## config.mk

```make
export PLATFORM = sky130hd
export DESIGN_NAME = jtag_config_port
export DESIGN_NICKNAME = d
export VERILOG_FILES = /design/src/jtag_cfg_pkg.sv /design/src/jtag_config_port.sv
export SDC_FILE = /design/constraint.sdc
export NUM_CORES = 1
export LEC_CHECK = 0
export BUFFER_PORTS_ARGS = -buffer_cell sky130_fd_sc_hd__buf_2
export CORE_UTILIZATION = 62
export DETAILED_ROUTE_END_ITERATION = 16
export PLACE_DENSITY = 0.83
export REMOVE_ABC_BUFFERS = 1
export SYNTH_ARGS = -nofsm -noshare
export SYNTH_HDL_FRONTEND = slang
export SYNTH_SLANG_ARGS = --single-unit
```

## constraint.sdc

```tcl
create_clock -name clock -period 4.8 [get_ports clock]
set_clock_uncertainty 0.1 [all_clocks]
set_input_delay 0.24 -clock clock [delete_from_list [all_inputs] [get_ports clock]]
set_output_delay 0.24 -clock clock [all_outputs]
set_load 0.01 [all_outputs]
```

## src/jtag_cfg_pkg.sv

```systemverilog
package jtag_cfg_pkg;
   // ==================================================
   // Widths
   localparam int IR_W  = 10;
   localparam int ID_W  = 32;
   localparam int IO_W  = 8;
   localparam int BSR_W = 2 * IO_W;
   localparam int DR_W  = 32;
   localparam int LEN_ID  = ID_W;
   localparam int LEN_BSR = BSR_W;
   localparam int LEN_ONE = 1;
   localparam int TMS_RESET_RISES = 5;
   // ==================================================
   // Instruction codes and fixed values
   localparam logic [IR_W-1:0] INSTR_BYPASS  = 10'h3ff;
   localparam logic [IR_W-1:0] INSTR_IDCODE  = 10'h006;
   localparam logic [IR_W-1:0] INSTR_SAMPLE  = 10'h005;
   localparam logic [IR_W-1:0] INSTR_CFG_IO  = 10'h00d;
   localparam logic [IR_W-1:0] INSTR_PROGRAM = 10'h002;
   localparam logic [IR_W-1:0] IR_CAPTURE    = 10'h001;
   // Arbitrary identification value
   localparam logic [ID_W-1:0] ID_VALUE      = 32'h0000_1001;
   // ==================================================
   // Types
   typedef enum logic [3:0] {
      tap_reset, tap_idle,
      sel_dr, cap_dr, sh_dr, ex1_dr, pau_dr, ex2_dr, upd_dr,
      sel_ir, cap_ir, sh_ir, ex1_ir, pau_ir, ex2_ir, upd_ir
   } tap_state_e;

   typedef struct packed {
      logic tck;
      logic tms;
      logic tdi;
   } pin_in_s;

   typedef struct packed {
      logic active;
      logic plain;
      logic abort;
      logic valid;
      logic data;
   } cfg_out_s;
endpackage

```

## src/jtag_config_port.sv

```systemverilog
`timescale 1ns/1ns
module jtag_config_port
   import jtag_cfg_pkg::*;
(
   input  wire logic             clock,
   input  wire logic             nrst,
   input  wire logic             trst_n,
   input  wire pin_in_s          pins,
   input  wire logic             ps_loading,
   input  wire logic [IO_W-1:0]  core_io_out,
   input  wire logic [IO_W-1:0]  core_io_oe,
   input  wire logic [IO_W-1:0]  io_in,
   output logic                  tdo,
   output logic                  tdo_oe,
   output logic      [IO_W-1:0]  io_out,
   output logic      [IO_W-1:0]  io_oe,
   output cfg_out_s              cfg
);

   // ==================================================
   // Functions
   function automatic tap_state_e next_state(input tap_state_e s, input logic m);
      case (s)
         tap_reset: next_state = m ? tap_reset : tap_idle;
         tap_idle:  next_state = m ? sel_dr : tap_idle;
         sel_dr:    next_state = m ? sel_ir : cap_dr;
         cap_dr:    next_state = m ? ex1_dr : sh_dr;
         sh_dr:     next_state = m ? ex1_dr : sh_dr;
         ex1_dr:    next_state = m ? upd_dr : pau_dr;
         pau_dr:    next_state = m ? ex2_dr : pau_dr;
         ex2_dr:    next_state = m ? upd_dr : sh_dr;
         upd_dr:    next_state = m ? sel_dr : tap_idle;
         sel_ir:    next_state = m ? tap_reset : cap_ir;
         cap_ir:    next_state = m ? ex1_ir : sh_ir;
         sh_ir:     next_state = m ? ex1_ir : sh_ir;
         ex1_ir:    next_state = m ? upd_ir : pau_ir;
         pau_ir:    next_state = m ? ex2_ir : pau_ir;
         ex2_ir:    next_state = m ? upd_ir : sh_ir;
         default:   next_state = m ? sel_dr : tap_idle;
      endcase
   endfunction

   // Instructions that take the device away from any other loader
   function automatic logic takes_over(input logic [IR_W-1:0] i);
      takes_over = (i == INSTR_PROGRAM) || (i == INSTR_CFG_IO);
   endfunction

   function automatic int dr_len(input logic [IR_W-1:0] i);
      if (i == INSTR_IDCODE) begin
         dr_len = LEN_ID;
      end else if ((i == INSTR_SAMPLE) || (i == INSTR_CFG_IO)) begin
         dr_len = LEN_BSR;
      end else begin
         dr_len = LEN_ONE;
      end
   endfunction

   function automatic logic [DR_W-1:0] shift_in(input logic [DR_W-1:0] v,
                                                input int len, input logic b);
      logic [DR_W-1:0] t;
      t = v >> 1;
      t[len-1] = b;
      shift_in = t;
   endfunction

   // ==================================================
   // Test reset: async assert, clocked release
   logic             rst_any_n;
   logic [1:0]       trst_sync_r;
   logic             tap_rst_n;

   // Optional pin: tie high when absent
   assign rst_any_n = nrst & trst_n;

   always_ff @(posedge clock or negedge rst_any_n) begin
      if (!rst_any_n) begin
         trst_sync_r <= 2'h0;
      end else begin
         trst_sync_r <= {trst_sync_r[0], 1'b1};
      end
   end
   assign tap_rst_n = trst_sync_r[1];

   // ==================================================
   // Pin synchronisers and TCK edges
   pin_in_s          pin_s1_r;
   pin_in_s          pin_s2_r;
   logic             tck_prev_r;
   logic [IO_W-1:0]  io_s1_r;
   logic [IO_W-1:0]  io_s2_r;
   logic             tck_rise;
   logic             tck_fall;

   always_ff @(posedge clock or negedge nrst) begin
      if (!nrst) begin
         pin_s1_r   <= '0;
         pin_s2_r   <= '0;
         tck_prev_r <= 1'b0;
         io_s1_r    <= '0;
         io_s2_r    <= '0;
      end else begin
         pin_s1_r   <= pins;
         pin_s2_r   <= pin_s1_r;
         tck_prev_r <= pin_s2_r.tck;
         io_s1_r    <= io_in;
         io_s2_r    <= io_s1_r;
      end
   end

   // TCK is far slower than clock, so a sampled edge is one pulse
   assign tck_rise = pin_s2_r.tck & ~tck_prev_r;
   assign tck_fall = ~pin_s2_r.tck & tck_prev_r;

   // ==================================================
   // Controller state
   tap_state_e       state_r;
   tap_state_e       state_nxt;

   assign state_nxt = next_state(state_r, pin_s2_r.tms);

   always_ff @(posedge clock or negedge tap_rst_n) begin
      if (!tap_rst_n) begin
         state_r <= tap_reset;
      end else if (tck_rise) begin
         state_r <= state_nxt;
      end
   end

   // ==================================================
   // Instruction register
   logic [IR_W-1:0]  ir_sh_r;
   logic [IR_W-1:0]  ir_r;

   always_ff @(posedge clock or negedge tap_rst_n) begin
      if (!tap_rst_n) begin
         ir_sh_r <= IR_CAPTURE;
         ir_r    <= INSTR_IDCODE;
      end else if (tck_rise) begin
         case (state_r)
            tap_reset: ir_r <= INSTR_IDCODE;
            cap_ir:    ir_sh_r <= IR_CAPTURE;
            sh_ir:     ir_sh_r <= {pin_s2_r.tdi, ir_sh_r[IR_W-1:1]};
            upd_ir:    ir_r <= ir_sh_r;
            default: begin
            end
         endcase
      end
   end

   // ==================================================
   // Data registers
   logic             bypass_r;
   logic [DR_W-1:0]  dr_sh_r;
   logic [BSR_W-1:0] bsr_upd_r;

   always_ff @(posedge clock or negedge tap_rst_n) begin
      if (!tap_rst_n) begin
         bypass_r  <= 1'b0;
         dr_sh_r   <= '0;
         bsr_upd_r <= '0;
      end else if (tck_rise) begin
         case (state_r)
            cap_dr: begin
               bypass_r <= 1'b0;
               if (ir_r == INSTR_IDCODE) begin
                  dr_sh_r <= ID_VALUE;
               end else begin
                  dr_sh_r <= DR_W'({io_oe, io_s2_r});
               end
            end
            sh_dr: begin
               bypass_r <= pin_s2_r.tdi;
               dr_sh_r  <= shift_in(dr_sh_r, dr_len(ir_r), pin_s2_r.tdi);
            end
            upd_dr: begin
               if (ir_r == INSTR_CFG_IO) begin
                  bsr_upd_r <= dr_sh_r[BSR_W-1:0];
               end
            end
            default: begin
            end
         endcase
      end
   end

   // ==================================================
   // TDO on the falling edge, enabled only while shifting
   always_ff @(posedge clock or negedge tap_rst_n) begin
      if (!tap_rst_n) begin
         tdo    <= 1'b0;
         tdo_oe <= 1'b0;
      end else if (tck_fall) begin
         tdo_oe <= (state_r == sh_ir) || (state_r == sh_dr);
         if (state_r == sh_ir) begin
            tdo <= ir_sh_r[0];
         end else if (dr_len(ir_r) == LEN_ONE) begin
            tdo <= bypass_r;
         end else begin
            tdo <= dr_sh_r[0];
         end
      end
   end

   // ==================================================
   // Configuration stream to the loader
   always_ff @(posedge clock or negedge tap_rst_n) begin
      if (!tap_rst_n) begin
         cfg <= '0;
      end else begin
         // Active forces the loader onto this port over any other scheme
         cfg.active <= (ir_r == INSTR_PROGRAM);
         cfg.plain  <= (ir_r == INSTR_PROGRAM);
         // Only taking-over codes stop a passive serial load
         cfg.abort  <= tck_rise && (state_r == upd_ir) && ps_loading
                       && takes_over(ir_sh_r);
         cfg.valid  <= tck_rise && (state_r == sh_dr) && (ir_r == INSTR_PROGRAM);
         if (tck_rise && (state_r == sh_dr)) begin
            cfg.data <= pin_s2_r.tdi;
         end
      end
   end

   // ==================================================
   // User I/O steering
   always_ff @(posedge clock or negedge tap_rst_n) begin
      if (!tap_rst_n) begin
         io_out <= '0;
         io_oe  <= '0;
      end else if (ir_r == INSTR_PROGRAM) begin
         io_out <= '0;
         io_oe  <= '0;
      end else if (ir_r == INSTR_CFG_IO) begin
         io_out <= bsr_upd_r[IO_W-1:0];
         io_oe  <= bsr_upd_r[BSR_W-1:IO_W];
      end else begin
         io_out <= core_io_out;
         io_oe  <= core_io_oe;
      end
   end

   // ==================================================
   // Run of TMS-high rises, only for the reset check below
   logic [2:0]       tms_run_r;

   always_ff @(posedge clock or negedge tap_rst_n) begin
      if (!tap_rst_n) begin
         tms_run_r <= '0;
      end else if (tck_rise) begin
         if (!pin_s2_r.tms) begin
            tms_run_r <= '0;
         end else if (tms_run_r != 3'(TMS_RESET_RISES)) begin
            tms_run_r <= tms_run_r + 3'h1;
         end
      end
   end

   // ==================================================
   // Checks
   tdo_hiz_a: assert property (@(posedge clock) disable iff (!tap_rst_n)
      (tck_fall && (state_r != sh_dr) && (state_r != sh_ir)) |=> !tdo_oe)
      else $error("TDO driven outside shift");

   tdo_fall_a: assert property (@(posedge clock) disable iff (!tap_rst_n)
      $changed(tdo) |-> $past(tck_fall))
      else $error("TDO moved without falling TCK");

   tms_step_a: assert property (@(posedge clock) disable iff (!tap_rst_n)
      tck_rise |=> (state_r == $past(state_nxt)))
      else $error("Controller ignored TMS at rising TCK");

   hold_still_a: assert property (@(posedge clock) disable iff (!tap_rst_n)
      !tck_rise |=> $stable(state_r))
      else $error("Controller moved without rising TCK");

   trst_reset_a: assert property (@(posedge clock) disable iff (!nrst)
      !tap_rst_n |-> (state_r == tap_reset) && !tdo_oe)
      else $error("Test reset did not clear controller");

   user_hiz_a: assert property (@(posedge clock) disable iff (!tap_rst_n)
      (ir_r == INSTR_PROGRAM) |=> (io_oe == '0))
      else $error("User I/O driven during port configuration");

   ps_abort_a: assert property (@(posedge clock) disable iff (!tap_rst_n)
      (tck_rise && (state_r == upd_ir) && ps_loading && takes_over(ir_sh_r))
      |=> cfg.abort ##1 !cfg.abort)
      else $error("Passive serial load not aborted");

   no_abort_a: assert property (@(posedge clock) disable iff (!tap_rst_n)
      (tck_rise && (state_r == upd_ir) && !takes_over(ir_sh_r)) |=> !cfg.abort)
      else $error("Harmless instruction stopped a load");

   bypass_delay_a: assert property (@(posedge clock) disable iff (!tap_rst_n)
      (tck_rise && (state_r == sh_dr) && (ir_r == INSTR_BYPASS))
      |=> (bypass_r == $past(pin_s2_r.tdi)))
      else $error("Bypass bit lost");

   cfg_bit_a: assert property (@(posedge clock) disable iff (!tap_rst_n)
      (tck_rise && (state_r == sh_dr) && (ir_r == INSTR_PROGRAM))
      |=> cfg.valid && (cfg.data == $past(pin_s2_r.tdi)) && cfg.plain)
      else $error("Configuration bit not delivered");

   tap_reset_a: assert property (@(posedge clock) disable iff (!tap_rst_n)
      (tms_run_r == 3'(TMS_RESET_RISES)) |-> (state_r == tap_reset))
      else $error("TMS-high run did not reach reset");
endmodule

```

== After elaboration in Yosys (flattened, before gate mapping) ==
Cells that the tools add are included.

* Bits in latches: 0
* Flip-flop bits (word level): 120
* Output and inout bits: 23
* Memories: 0
* ROM bits: 0
* RAM bits: 0

* Add/subtract/negate cells: 1
* Bitwise logic cells: 5
* $lt $le $gt $ge: 2
* Shift-type cells: 0
* Reduce and logical (&&, ||, !) cells: 19
* Multiply operators: 0
* Eq/ne operators: 21
* Multiplexer cells: 33
* Div/mod/pow operators: 0

{| class="wikitable"
|+ Operators with widths
! cell !! count
|-
| 2-to-1 mux 32 bit || 4
|-
| case mux 32 bit (2 select lines) || 1
|-
| case mux 4 bit (11 select lines) || 1
|-
| case mux 10 bit (2 select lines) || 2
|-
| bitwise mux 32 bit || 1
|-
| equality test 32 x 2 -> 1 bit (second input constant) || 1
|-
| equality test 4 bit (second input constant) || 8
|-
| greater-or-equal comparator 32 x 1 -> 1 bit (second input constant) || 1
|-
| < comparator 32 x 7 -> 1 bit (second input constant) || 1
|-
| 2-to-1 mux 8 bit || 4
|-
| subtractor 32 x 2 -> 32 bit (second input constant) || 1
|-
| equality test 10 x 2 -> 1 bit (second input constant) || 2
|-
| equality test 10 x 3 -> 1 bit (second input constant) || 2
|-
| equality test 10 x 4 -> 1 bit (second input constant) || 2
|-
| equality test 4 x 3 -> 1 bit (second input constant) || 4
|-
| 2-to-1 mux 16 bit || 1
|-
| 2-to-1 mux 4 bit || 4
|-
| equality test 4 x 2 -> 1 bit (second input constant) || 2
|-
| logical AND 1 bit || 6
|-
| 2-to-1 mux 1 bit || 6
|-
| 2-to-1 mux 2 bit || 3
|-
| 2-to-1 mux 3 bit || 2
|-
| 2-to-1 mux 6 bit || 1
|-
| AND reduction 2 bit || 3
|-
| 10 further kinds || 18
|}

== Longest topological paths before layout ==
Gate-level depths: netlist of the first run.

* Word-level depth: 13
* Depth in mapped cells: 7
* Gate-level depth less buffers: 4

== Worst setup path after synthesis of the first run ==
OpenSTA, ideal clock, no wires.

* Kind: reg-to-reg
* From: register ir_r[5]
* To: register bsr_upd_r[10]
* Arrival time: 1687 ps
* Setup slack: 2888 ps
* Cell stages (with the launch flop): 6
* Data required time: 4575 ps
* Setup time: 125 ps
* Path through: dfrtp_1 -> nor4_4 -> nor4b_4 -> nand4_4 -> buf_6 -> mux2_4

* Word-level cells in the longest chain between the ends: 2

{| class="wikitable"
|+ RTL lines
! what !! line !! text
|-
| start: declaration || jtag_config_port.sv:132 || <nowiki>logic [IR_W-1:0] ir_r;</nowiki>
|-
| start signal: assignment || jtag_config_port.sv:143 || <nowiki>upd_ir: ir_r <= ir_sh_r;</nowiki>
|-
| equality test 10 x 4 -> 1 bit || jtag_config_port.sv:176 || <nowiki>if (ir_r == INSTR_CFG_IO) begin</nowiki>
|-
| AND reduction 3 bit (no source line) || - ||
|-
| end signal: assignment || jtag_config_port.sv:177 || <nowiki>bsr_upd_r <= dr_sh_r[BSR_W-1:0];</nowiki>
|-
| end: declaration || jtag_config_port.sv:154 || <nowiki>logic [BSR_W-1:0] bsr_upd_r;</nowiki>
|}

Every way passes these cells.
A chain may end at the register's enable or synchronous reset.

== Worst setup path after layout of the first run ==
* From: register state_r[0]
* To: register dr_sh_r[31]

* Word-level cells in the longest chain between the ends: 3
* Elaborated cells between the ends (all ways): 5
* Classes of those cells: 2 x eq/ne; 1 x mux; 2 x reduce/logical

{| class="wikitable"
|+ RTL lines
! what !! line !! text
|-
| start: declaration || jtag_config_port.sv:116 || <nowiki>tap_state_e state_r;</nowiki>
|-
| start signal: assignment || jtag_config_port.sv:123 || <nowiki>state_r <= tap_reset;</nowiki>
|-
| start signal: assignment || jtag_config_port.sv:125 || <nowiki>state_r <= state_nxt;</nowiki>
|-
| equality test 4 x 3 -> 1 bit or equality test 4 x 2 -> 1 bit (tied branches) || jtag_config_port.sv:162 || <nowiki>case (state_r)</nowiki>
|-
| nonzero test 2 bit (no source line) || - ||
|-
| AND reduction 2 bit (no source line) || - ||
|-
| end signal: assignment || jtag_config_port.sv:168 || <nowiki>dr_sh_r <= DR_W'({io_oe, io_s2_r});</nowiki>
|-
| end signal: assignment || jtag_config_port.sv:173 || <nowiki>dr_sh_r <= shift_in(dr_sh_r, dr_len(ir_r), pin_s2_r.tdi);</nowiki>
|-
| end: declaration || jtag_config_port.sv:153 || <nowiki>logic [DR_W-1:0] dr_sh_r;</nowiki>
|}

Parallel ways exist; a longest one is shown, timed or not.

==> impl_metrics.env, run 1 <==
export IMPL_status="finished, final reports clean"
export IMPL_synth_simple_gate_area_share_pct=14.1
export IMPL_mappedNetlistArea_mm2=0.00493
export IMPL_arrival_ns=2.96
export IMPL_drtPass1Iterations=4
export IMPL_worst_case_setup_margin_in_the_final_layout_ns=2.15
export IMPL_synth_top_family_by_area="simple AND/OR/NAND/NOR gates"
export IMPL_most_common_cell_after_layout_fill_and_taps_aside="sky130_fd_sc_hd__dfrtp_1"
export IMPL_synth_async_reset_ratio_pct=100
export IMPL_worst_ir_drop_vdd_uv=255
export IMPL_die_width_um=91.1
export IMPL_core_area_mm2=0.00769
export IMPL_post_route_cells_drive_above_1_share_pct=24.3
export IMPL_grtUsageTotal_pct=27.7
export IMPL_antenna_nets_post_route=0
export IMPL_rsz_0062_raised_after_global_routing="no"
export IMPL_post_cts_setup_repair_buffer_count=0
export IMPL_synth_xor_area_share_pct=0.178
export IMPL_fp_dieArea_mm2=0.00831
export IMPL_drv_cap=0
export IMPL_yosys_warnings=0
export IMPL_grt_pass1_wl_mm=17.5
export IMPL_avgSynthCellArea_um2=12.2
export IMPL_setup_total_negative_slack_ns=0
export IMPL_worstSetupStartpointType="flip-flop"
export IMPL_cts_num_sinks=120
export IMPL_timing_final_crit_period_ns=2.65
export IMPL_synthesis_instances=405
export IMPL_cts_resized_gates=0
export IMPL_synth_enable_flop_cells=0
export IMPL_seq_area_frac_synth_pct=61.0
export IMPL_seqCellArea_mm2=0.00301
export IMPL_min_period_over_period_pct=55.2
export IMPL_setup_worst_path_end_class="flip-flop"
export IMPL_start_util_pct=64.1
export IMPL_synth_largest_type_area_fraction_pct=59.4
export IMPL_relSlewSlack_pct=35.6
export IMPL_cts_htree_levels=4
export IMPL_initialDrtViolationCount=211
export IMPL_maxClockFrequency_mhz=378
export IMPL_numCtsBuffers=17
export IMPL_synthFlopType="sky130_fd_sc_hd__dfrtp_1"
export IMPL_die_height_um=91.1
export IMPL_pin_count_of_the_biggest_net_entering_global_routing=62
export IMPL_grt_pass1_vias=3491
export IMPL_place_gp_congestion=0.796
export IMPL_synth_compound_area_share_pct=12.3
export IMPL_worst_r2r_setup_slack_ns=2.15
export IMPL_timing_final_setup_violations=0
export IMPL_fillCellCount=467
export IMPL_signed_area_change_from_the_synthesized_netlist_to_the_final_layout_pct=23.7
export IMPL_nets=515
export IMPL_placement_rows=32
export IMPL_io_buffers=53
export IMPL_remaining_drc_errors=0
export IMPL_cts_buffer_depth=2
export IMPL_hold_worst_slack_ns=0.0264
export IMPL_overflow_left_after_global_routing=0
export IMPL_place_ws_ns=2.19
export IMPL_synthMuxAreaShare_pct=8.33
export IMPL_post_detail_place_hpwl_mm=5.91
export IMPL_wl_per_cell_um=17.3
export IMPL_drt_wl_total_mm=10.3
export IMPL_ctsRootBufferMaster="sky130_fd_sc_hd__clkbuf_8"
export IMPL_grt_antenna_before_repair=0
export IMPL_multi_input_area_mm2=0.00173
export IMPL_yosysUniqueCellTypes=54
export IMPL_diodes=0
export IMPL_worst_pin_slew_ns=0.966
export IMPL_crit_required_ns=5.11
export IMPL_worst_hold_path_type="in2reg"
export IMPL_dr_total_vias=3455
export IMPL_clk_pin_slew_worst_paths_ns=0.06
export IMPL_critical_path_peak_fanout=34
export IMPL_clk_latency_ns=0.51
export IMPL_synthAdderAreaFrac_pct=0
export IMPL_crit_type="reg2reg"
export IMPL_cts_tree="done"
export IMPL_boundaryPins=54
export IMPL_synth_top_cells_by_area="sky130_fd_sc_hd__dfrtp_1 59%, sky130_fd_sc_hd__a22o_1 4.3%, sky130_fd_sc_hd__mux2i_1 3.5%"
export IMPL_synth_area_leader_cell="sky130_fd_sc_hd__dfrtp_1"
export IMPL_final_hold_viol_count=0
export IMPL_synth_seq_cells=120
export IMPL_commonest_cells_after_routing_fill_and_taps_aside="116 x sky130_fd_sc_hd__dfrtp_1, 53 x sky130_fd_sc_hd__buf_2, 32 x sky130_fd_sc_hd__a21oi_1, 30 x sky130_fd_sc_hd__dlygate4sd3_1, 27 x sky130_fd_sc_hd__nand3_1"
export IMPL_power_static_leakage_nw=2.87
export IMPL_final_max_slew_viol_count=0
export IMPL_power_total_mw=3.26
export IMPL_cellPowerDensity_mw_per_mm2=534
export IMPL_drt_vias_per_instance=5.77
-- cells by family (layout without fill, tap and decap cells) --
family                 after synthesis  in the layout
buffers and inverters               44            136
flip-flops                         120            120
XOR/XNOR                             1              1
multiplexers                        35             35
other                                1              1
AO/OA/AOI/OAI                       92             92
AND/OR/NAND/NOR                    112            112
-- routing by layer --
layer,global-route usage (%),wire length [um]
met1,37.3,4560
met2,42.9,5140
met3,6.45,410
met4,13.2,238
met5,0,0
-- critical path, cell delays in order (launching register included) --
cell,delay (ns)
sky130_fd_sc_hd__dfrtp_1,0.73
sky130_fd_sc_hd__or4b_1,1.05
sky130_fd_sc_hd__nor2_8,0.38
sky130_fd_sc_hd__nand2_1,0.13
sky130_fd_sc_hd__o21ai_0,0.16
-- flip-flops by register name, summed over array words and instances, names as in the netlist --
signal / cells
dr_sh_r: 32
bsr_upd_r: 16
ir_r: 10
ir_sh_r: 10
io_oe: 8
io_out: 8
io_s1_r: 8
io_s2_r: 8
cfg: 4
state_r: 4
pin_s1_r: 3
pin_s2_r: 3
trst_sync_r: 2
bypass_r: 1
tck_prev_r: 1
tdo: 1
tdo_oe: 1
-- final timing paths --
check                      cells past startpoint     endpoint            from
setup / recovery                               4  dr_sh_r[31]      state_r[0]
max in group asynchronous                      1  dr_sh_r[25]  trst_sync_r[1]
hold reg to reg                                0  dr_sh_r[28]  trst_sync_r[1]
min in group asynchronous                      2   io_s1_r[4]            nrst
hold / removal                                 4       cfg[2]      ps_loading
setup reg to reg                               4  dr_sh_r[31]      state_r[0]
-- stage by stage --
stage                     area, um^2  cells  utilization, %
final                           6100    599            79.3
after global routing            6100    599            79.3
after CTS                       6100    599            79.3
after detailed placement        5230    537            68.1
after global placement          5230    537            68.1
after floorplan                 4790    377               -
-- power breakdown --
part	leakage, nW	switching, mW	internal (mW)
clock network	0.269	0.479	0.715
registers	1.49	0.239	1.19
logic	1.11	0.358	0.279
total	2.87	1.08	2.18
-- cell type report --
class	count	share of cell area, %
inverter	16	0.985
clock inverter	13	2.20
tap	102	2.09
multi-input combinational	241	28.4
timing repair buffer	88	9.89
clock buffer	19	7.08
sequential	120	49.4
-- cell usage after synthesis (3+ instances only) --
cell type	instances
sky130_fd_sc_hd__nor2b_1	19
sky130_fd_sc_hd__nor3b_1	4
sky130_fd_sc_hd__buf_4	4
sky130_fd_sc_hd__clkbuf_1	15
sky130_fd_sc_hd__nand2b_1	3
sky130_fd_sc_hd__nand4_1	3
sky130_fd_sc_hd__dfstp_2	3
sky130_fd_sc_hd__mux2_4	10
sky130_fd_sc_hd__a21oi_1	32
sky130_fd_sc_hd__o21ai_0	15
sky130_fd_sc_hd__nor2_1	23
sky130_fd_sc_hd__nand2_1	11
sky130_fd_sc_hd__mux2i_1	17
sky130_fd_sc_hd__inv_1	16
sky130_fd_sc_hd__dfrtp_1	117
sky130_fd_sc_hd__a22o_1	24
sky130_fd_sc_hd__o211ai_1	4
sky130_fd_sc_hd__buf_2	7
sky130_fd_sc_hd__a31oi_1	3
sky130_fd_sc_hd__mux2_2	8
sky130_fd_sc_hd__nand3_1	27
-- what timing repair did --
item,4_1_cts,5_1_grt
endpoints found under the setup margin,0,0
endpoints found under the hold margin,52,0
hold buffers,30,0
No activity file was read; power rests on OpenSTA's default activity.
==> run 2, diff against run 1 <==
--- a/config.mk
+++ b/config.mk
@@ -6,9 +6,9 @@
 export NUM_CORES = 1
 export LEC_CHECK = 0
 export BUFFER_PORTS_ARGS = -buffer_cell sky130_fd_sc_hd__buf_2
-export CORE_UTILIZATION = 62
+export CORE_UTILIZATION = 58
 export DETAILED_ROUTE_END_ITERATION = 16
-export PLACE_DENSITY = 0.83
+export PLACE_DENSITY = 0.78
 export REMOVE_ABC_BUFFERS = 1
 export SYNTH_ARGS = -nofsm -noshare
 export SYNTH_HDL_FRONTEND = slang
==> constraint.sdc (replaced) <==
create_clock -name clock -period 2.65 [get_ports clock]
set_clock_uncertainty 0.1 [all_clocks]
set_input_delay 0.1325 -clock clock [delete_from_list [all_inputs] [get_ports clock]]
set_output_delay 0.1325 -clock clock [all_outputs]
set_load 0.01 [all_outputs]
==> impl_metrics.env, run 2 (same netlist as run 1, synthesis figures left out) <==
export IMPL_status="finished, final reports clean"
export IMPL_cts_tree="done"
export IMPL_worstSetupStartpointType="flip-flop"
export IMPL_clk_pin_slew_worst_paths_ns=0.06
export IMPL_remaining_drc_errors=0
export IMPL_arrival_ns=2.52
export IMPL_top_regs="dr_sh_r: 32 flops, bsr_upd_r: 16 flops"
export IMPL_rsz_0062_raised_after_global_routing="no"
export IMPL_dr_total_vias=3533
export IMPL_diodes=0
export IMPL_hold_worst_slack_ns=0.0142
export IMPL_final_max_slew_viol_count=0
export IMPL_numCtsBuffers=17
export IMPL_drt_wl_total_mm=10.7
export IMPL_clk_latency_ns=0.52
export IMPL_power_static_leakage_nw=2.92
export IMPL_drtPass1Iterations=4
export IMPL_maxClockFrequency_mhz=451
export IMPL_postPlaceCellArea_mm2=0.00531
export IMPL_core_area_mm2=0.00822
export IMPL_worst_hold_path_type="in2async"
export IMPL_signed_area_change_from_the_synthesized_netlist_to_the_final_layout_pct=25.6
export IMPL_setup_worst_path_end_class="flip-flop"
export IMPL_pin_count_of_the_biggest_net_entering_global_routing=50
export IMPL_worst_path_buf_inv=0
export IMPL_placement_rows=33
export IMPL_grt_pass1_wl_mm=18.0
export IMPL_post_route_cells_drive_above_1_share_pct=25.5
export IMPL_worst_case_setup_margin_in_the_final_layout_ns=0.432
export IMPL_p_clk_share_pct=36.6
export IMPL_nets=525
export IMPL_antenna_nets_post_route=0
export IMPL_die_width_um=94.2
export IMPL_cts_num_sinks=120
export IMPL_drv_cap=0
export IMPL_most_common_cell_after_layout_fill_and_taps_aside="sky130_fd_sc_hd__dfrtp_1"
export IMPL_postLayoutCoreUtil_pct=75.3
export IMPL_crit_type="reg2reg"
export IMPL_final_hold_viol_count=0
export IMPL_top_register="dr_sh_r"
export IMPL_path_cells="nor2b_1 > nor4b_2 > nand4_4 > mux2_4"
export IMPL_ctsRootBufferMaster="sky130_fd_sc_hd__clkbuf_8"
export IMPL_grtUsageTotal_pct=27.5
export IMPL_boundaryPins=54
export IMPL_pwr_share_seq_pct=42.4
export IMPL_fp_dieArea_mm2=0.00887
export IMPL_worst_pin_slew_ns=0.725
export IMPL_place_ws_ns=0.438
export IMPL_cellPowerDensity_mw_per_mm2=959
export IMPL_setup_total_negative_slack_ns=0
export IMPL_post_detail_place_hpwl_mm=6.24
export IMPL_cp_slowest_stage_delay_ns=0.58
export IMPL_die_height_um=94.2
export IMPL_grt_pass1_vias=3645
export IMPL_start_util_pct=60.0
export IMPL_cts_buffer_depth=2
export IMPL_layout_cell_area_non_filler_mm2=0.00619
export IMPL_cts_htree_levels=4
export IMPL_overflow_left_after_global_routing=0
export IMPL_crit_required_ns=2.96
export IMPL_wl_per_cell_um=17.6
export IMPL_p_sw_share_pct=32.0
export IMPL_drt_vias_per_instance=5.78
export IMPL_relSlewSlack_pct=51.5
export IMPL_critical_path_slowest_cell="sky130_fd_sc_hd__dfrtp_1"
export IMPL_power_switching_mw=1.90
export IMPL_internal_power_mw=4.04
export IMPL_pwr_share_comb_pct=21.0
export IMPL_critical_path_peak_fanout=16
export IMPL_timing_final_setup_violations=0
export IMPL_largest_reg_flops=32
export IMPL_timing_final_crit_period_ns=2.22
export IMPL_place_gp_congestion=0.787
export IMPL_commonest_cells_after_routing_fill_and_taps_aside="116 x sky130_fd_sc_hd__dfrtp_1, 53 x sky130_fd_sc_hd__buf_2, 32 x sky130_fd_sc_hd__a21oi_1, 32 x sky130_fd_sc_hd__dlygate4sd3_1, 27 x sky130_fd_sc_hd__nand3_1"
export IMPL_min_period_over_period_pct=83.7
export IMPL_cp_top_family="simple AND/OR/NAND/NOR gates"
export IMPL_grt_antenna_before_repair=0
export IMPL_worst_ir_drop_vdd_uv=588
export IMPL_io_buffers=53
export IMPL_initialDrtViolationCount=222
## run 2: cell type report
| cell class | instances | area (um^2) |
|---|---|---|
| repair buffers | 98 | 696 |
| clock inverters | 14 | 149 |
| flip-flops and latches | 120 | 3010 |
| inverters | 16 | 60.1 |
| well taps | 105 | 131 |
| fillers | 519 | 2030 |
| clock buffers | 17 | 414 |
| multi-input cells | 241 | 1730 |
## run 2: final timing paths
kind / cells after the start / slack (ns) / from / endpoint
worst max register to register: 4 / 0.43 / state_r[3] / bsr_upd_r[5]
worst min register to register: 0 / 0.24 / trst_sync_r[1] / dr_sh_r[27]
min in group clock: 2 / 0.15 / io_in[3] / io_s1_r[3]
worst min-delay path: 2 / 0.01 / nrst / io_s2_r[5]
max in group asynchronous: 5 / 1.30 / trst_n / trst_sync_r[1]
worst max-delay path: 4 / 0.43 / state_r[3] / bsr_upd_r[5]
## run 2: timing repair
| item | 4_1_cts | 5_1_grt |
|---|---|---|
| endpoints found under the hold margin | 53 | 0 |
| resized for setup | 0 | 0 |
| setup endpoints to repair | 0 | 0 |
| setup buffers | 0 | 0 |
| hold buffers | 32 | 0 |
## run 2: power by group through the flow
stage	Combinational (mW)	Sequential (mW)	Clock, mW
6_report	1.25	2.52	2.17
3_3_place_gp	1.14	2.51	0
4_1_cts	1.25	2.51	2.19
3_5_place_dp	1.19	2.53	0
2_1_floorplan	0.784	2.49	0
5_1_grt	1.39	2.56	2.29
## run 2: per-stage QoR
step	cells	power, mW
floorplan	377	3.27
global placement	548	3.65
detailed placement	548	3.73
CTS	611	5.94
global route	611	6.24
finish	611	5.94
## run 2: worst reg2reg max path, stage by stage, from the launching register on
cell and delay, ns:
sky130_fd_sc_hd__dfrtp_1 0.58, sky130_fd_sc_hd__nor2b_1 0.26, sky130_fd_sc_hd__nor4b_2 0.35, sky130_fd_sc_hd__nand4_4 0.40
sky130_fd_sc_hd__mux2_4 0.43
## run 2: routing by layer
metal	part of all wire [%]	GRT usage (%)
met1	42	34.4
met2	51	43.6
met4	2.5	16.0
met5	0	0
met3	4.5	6.39
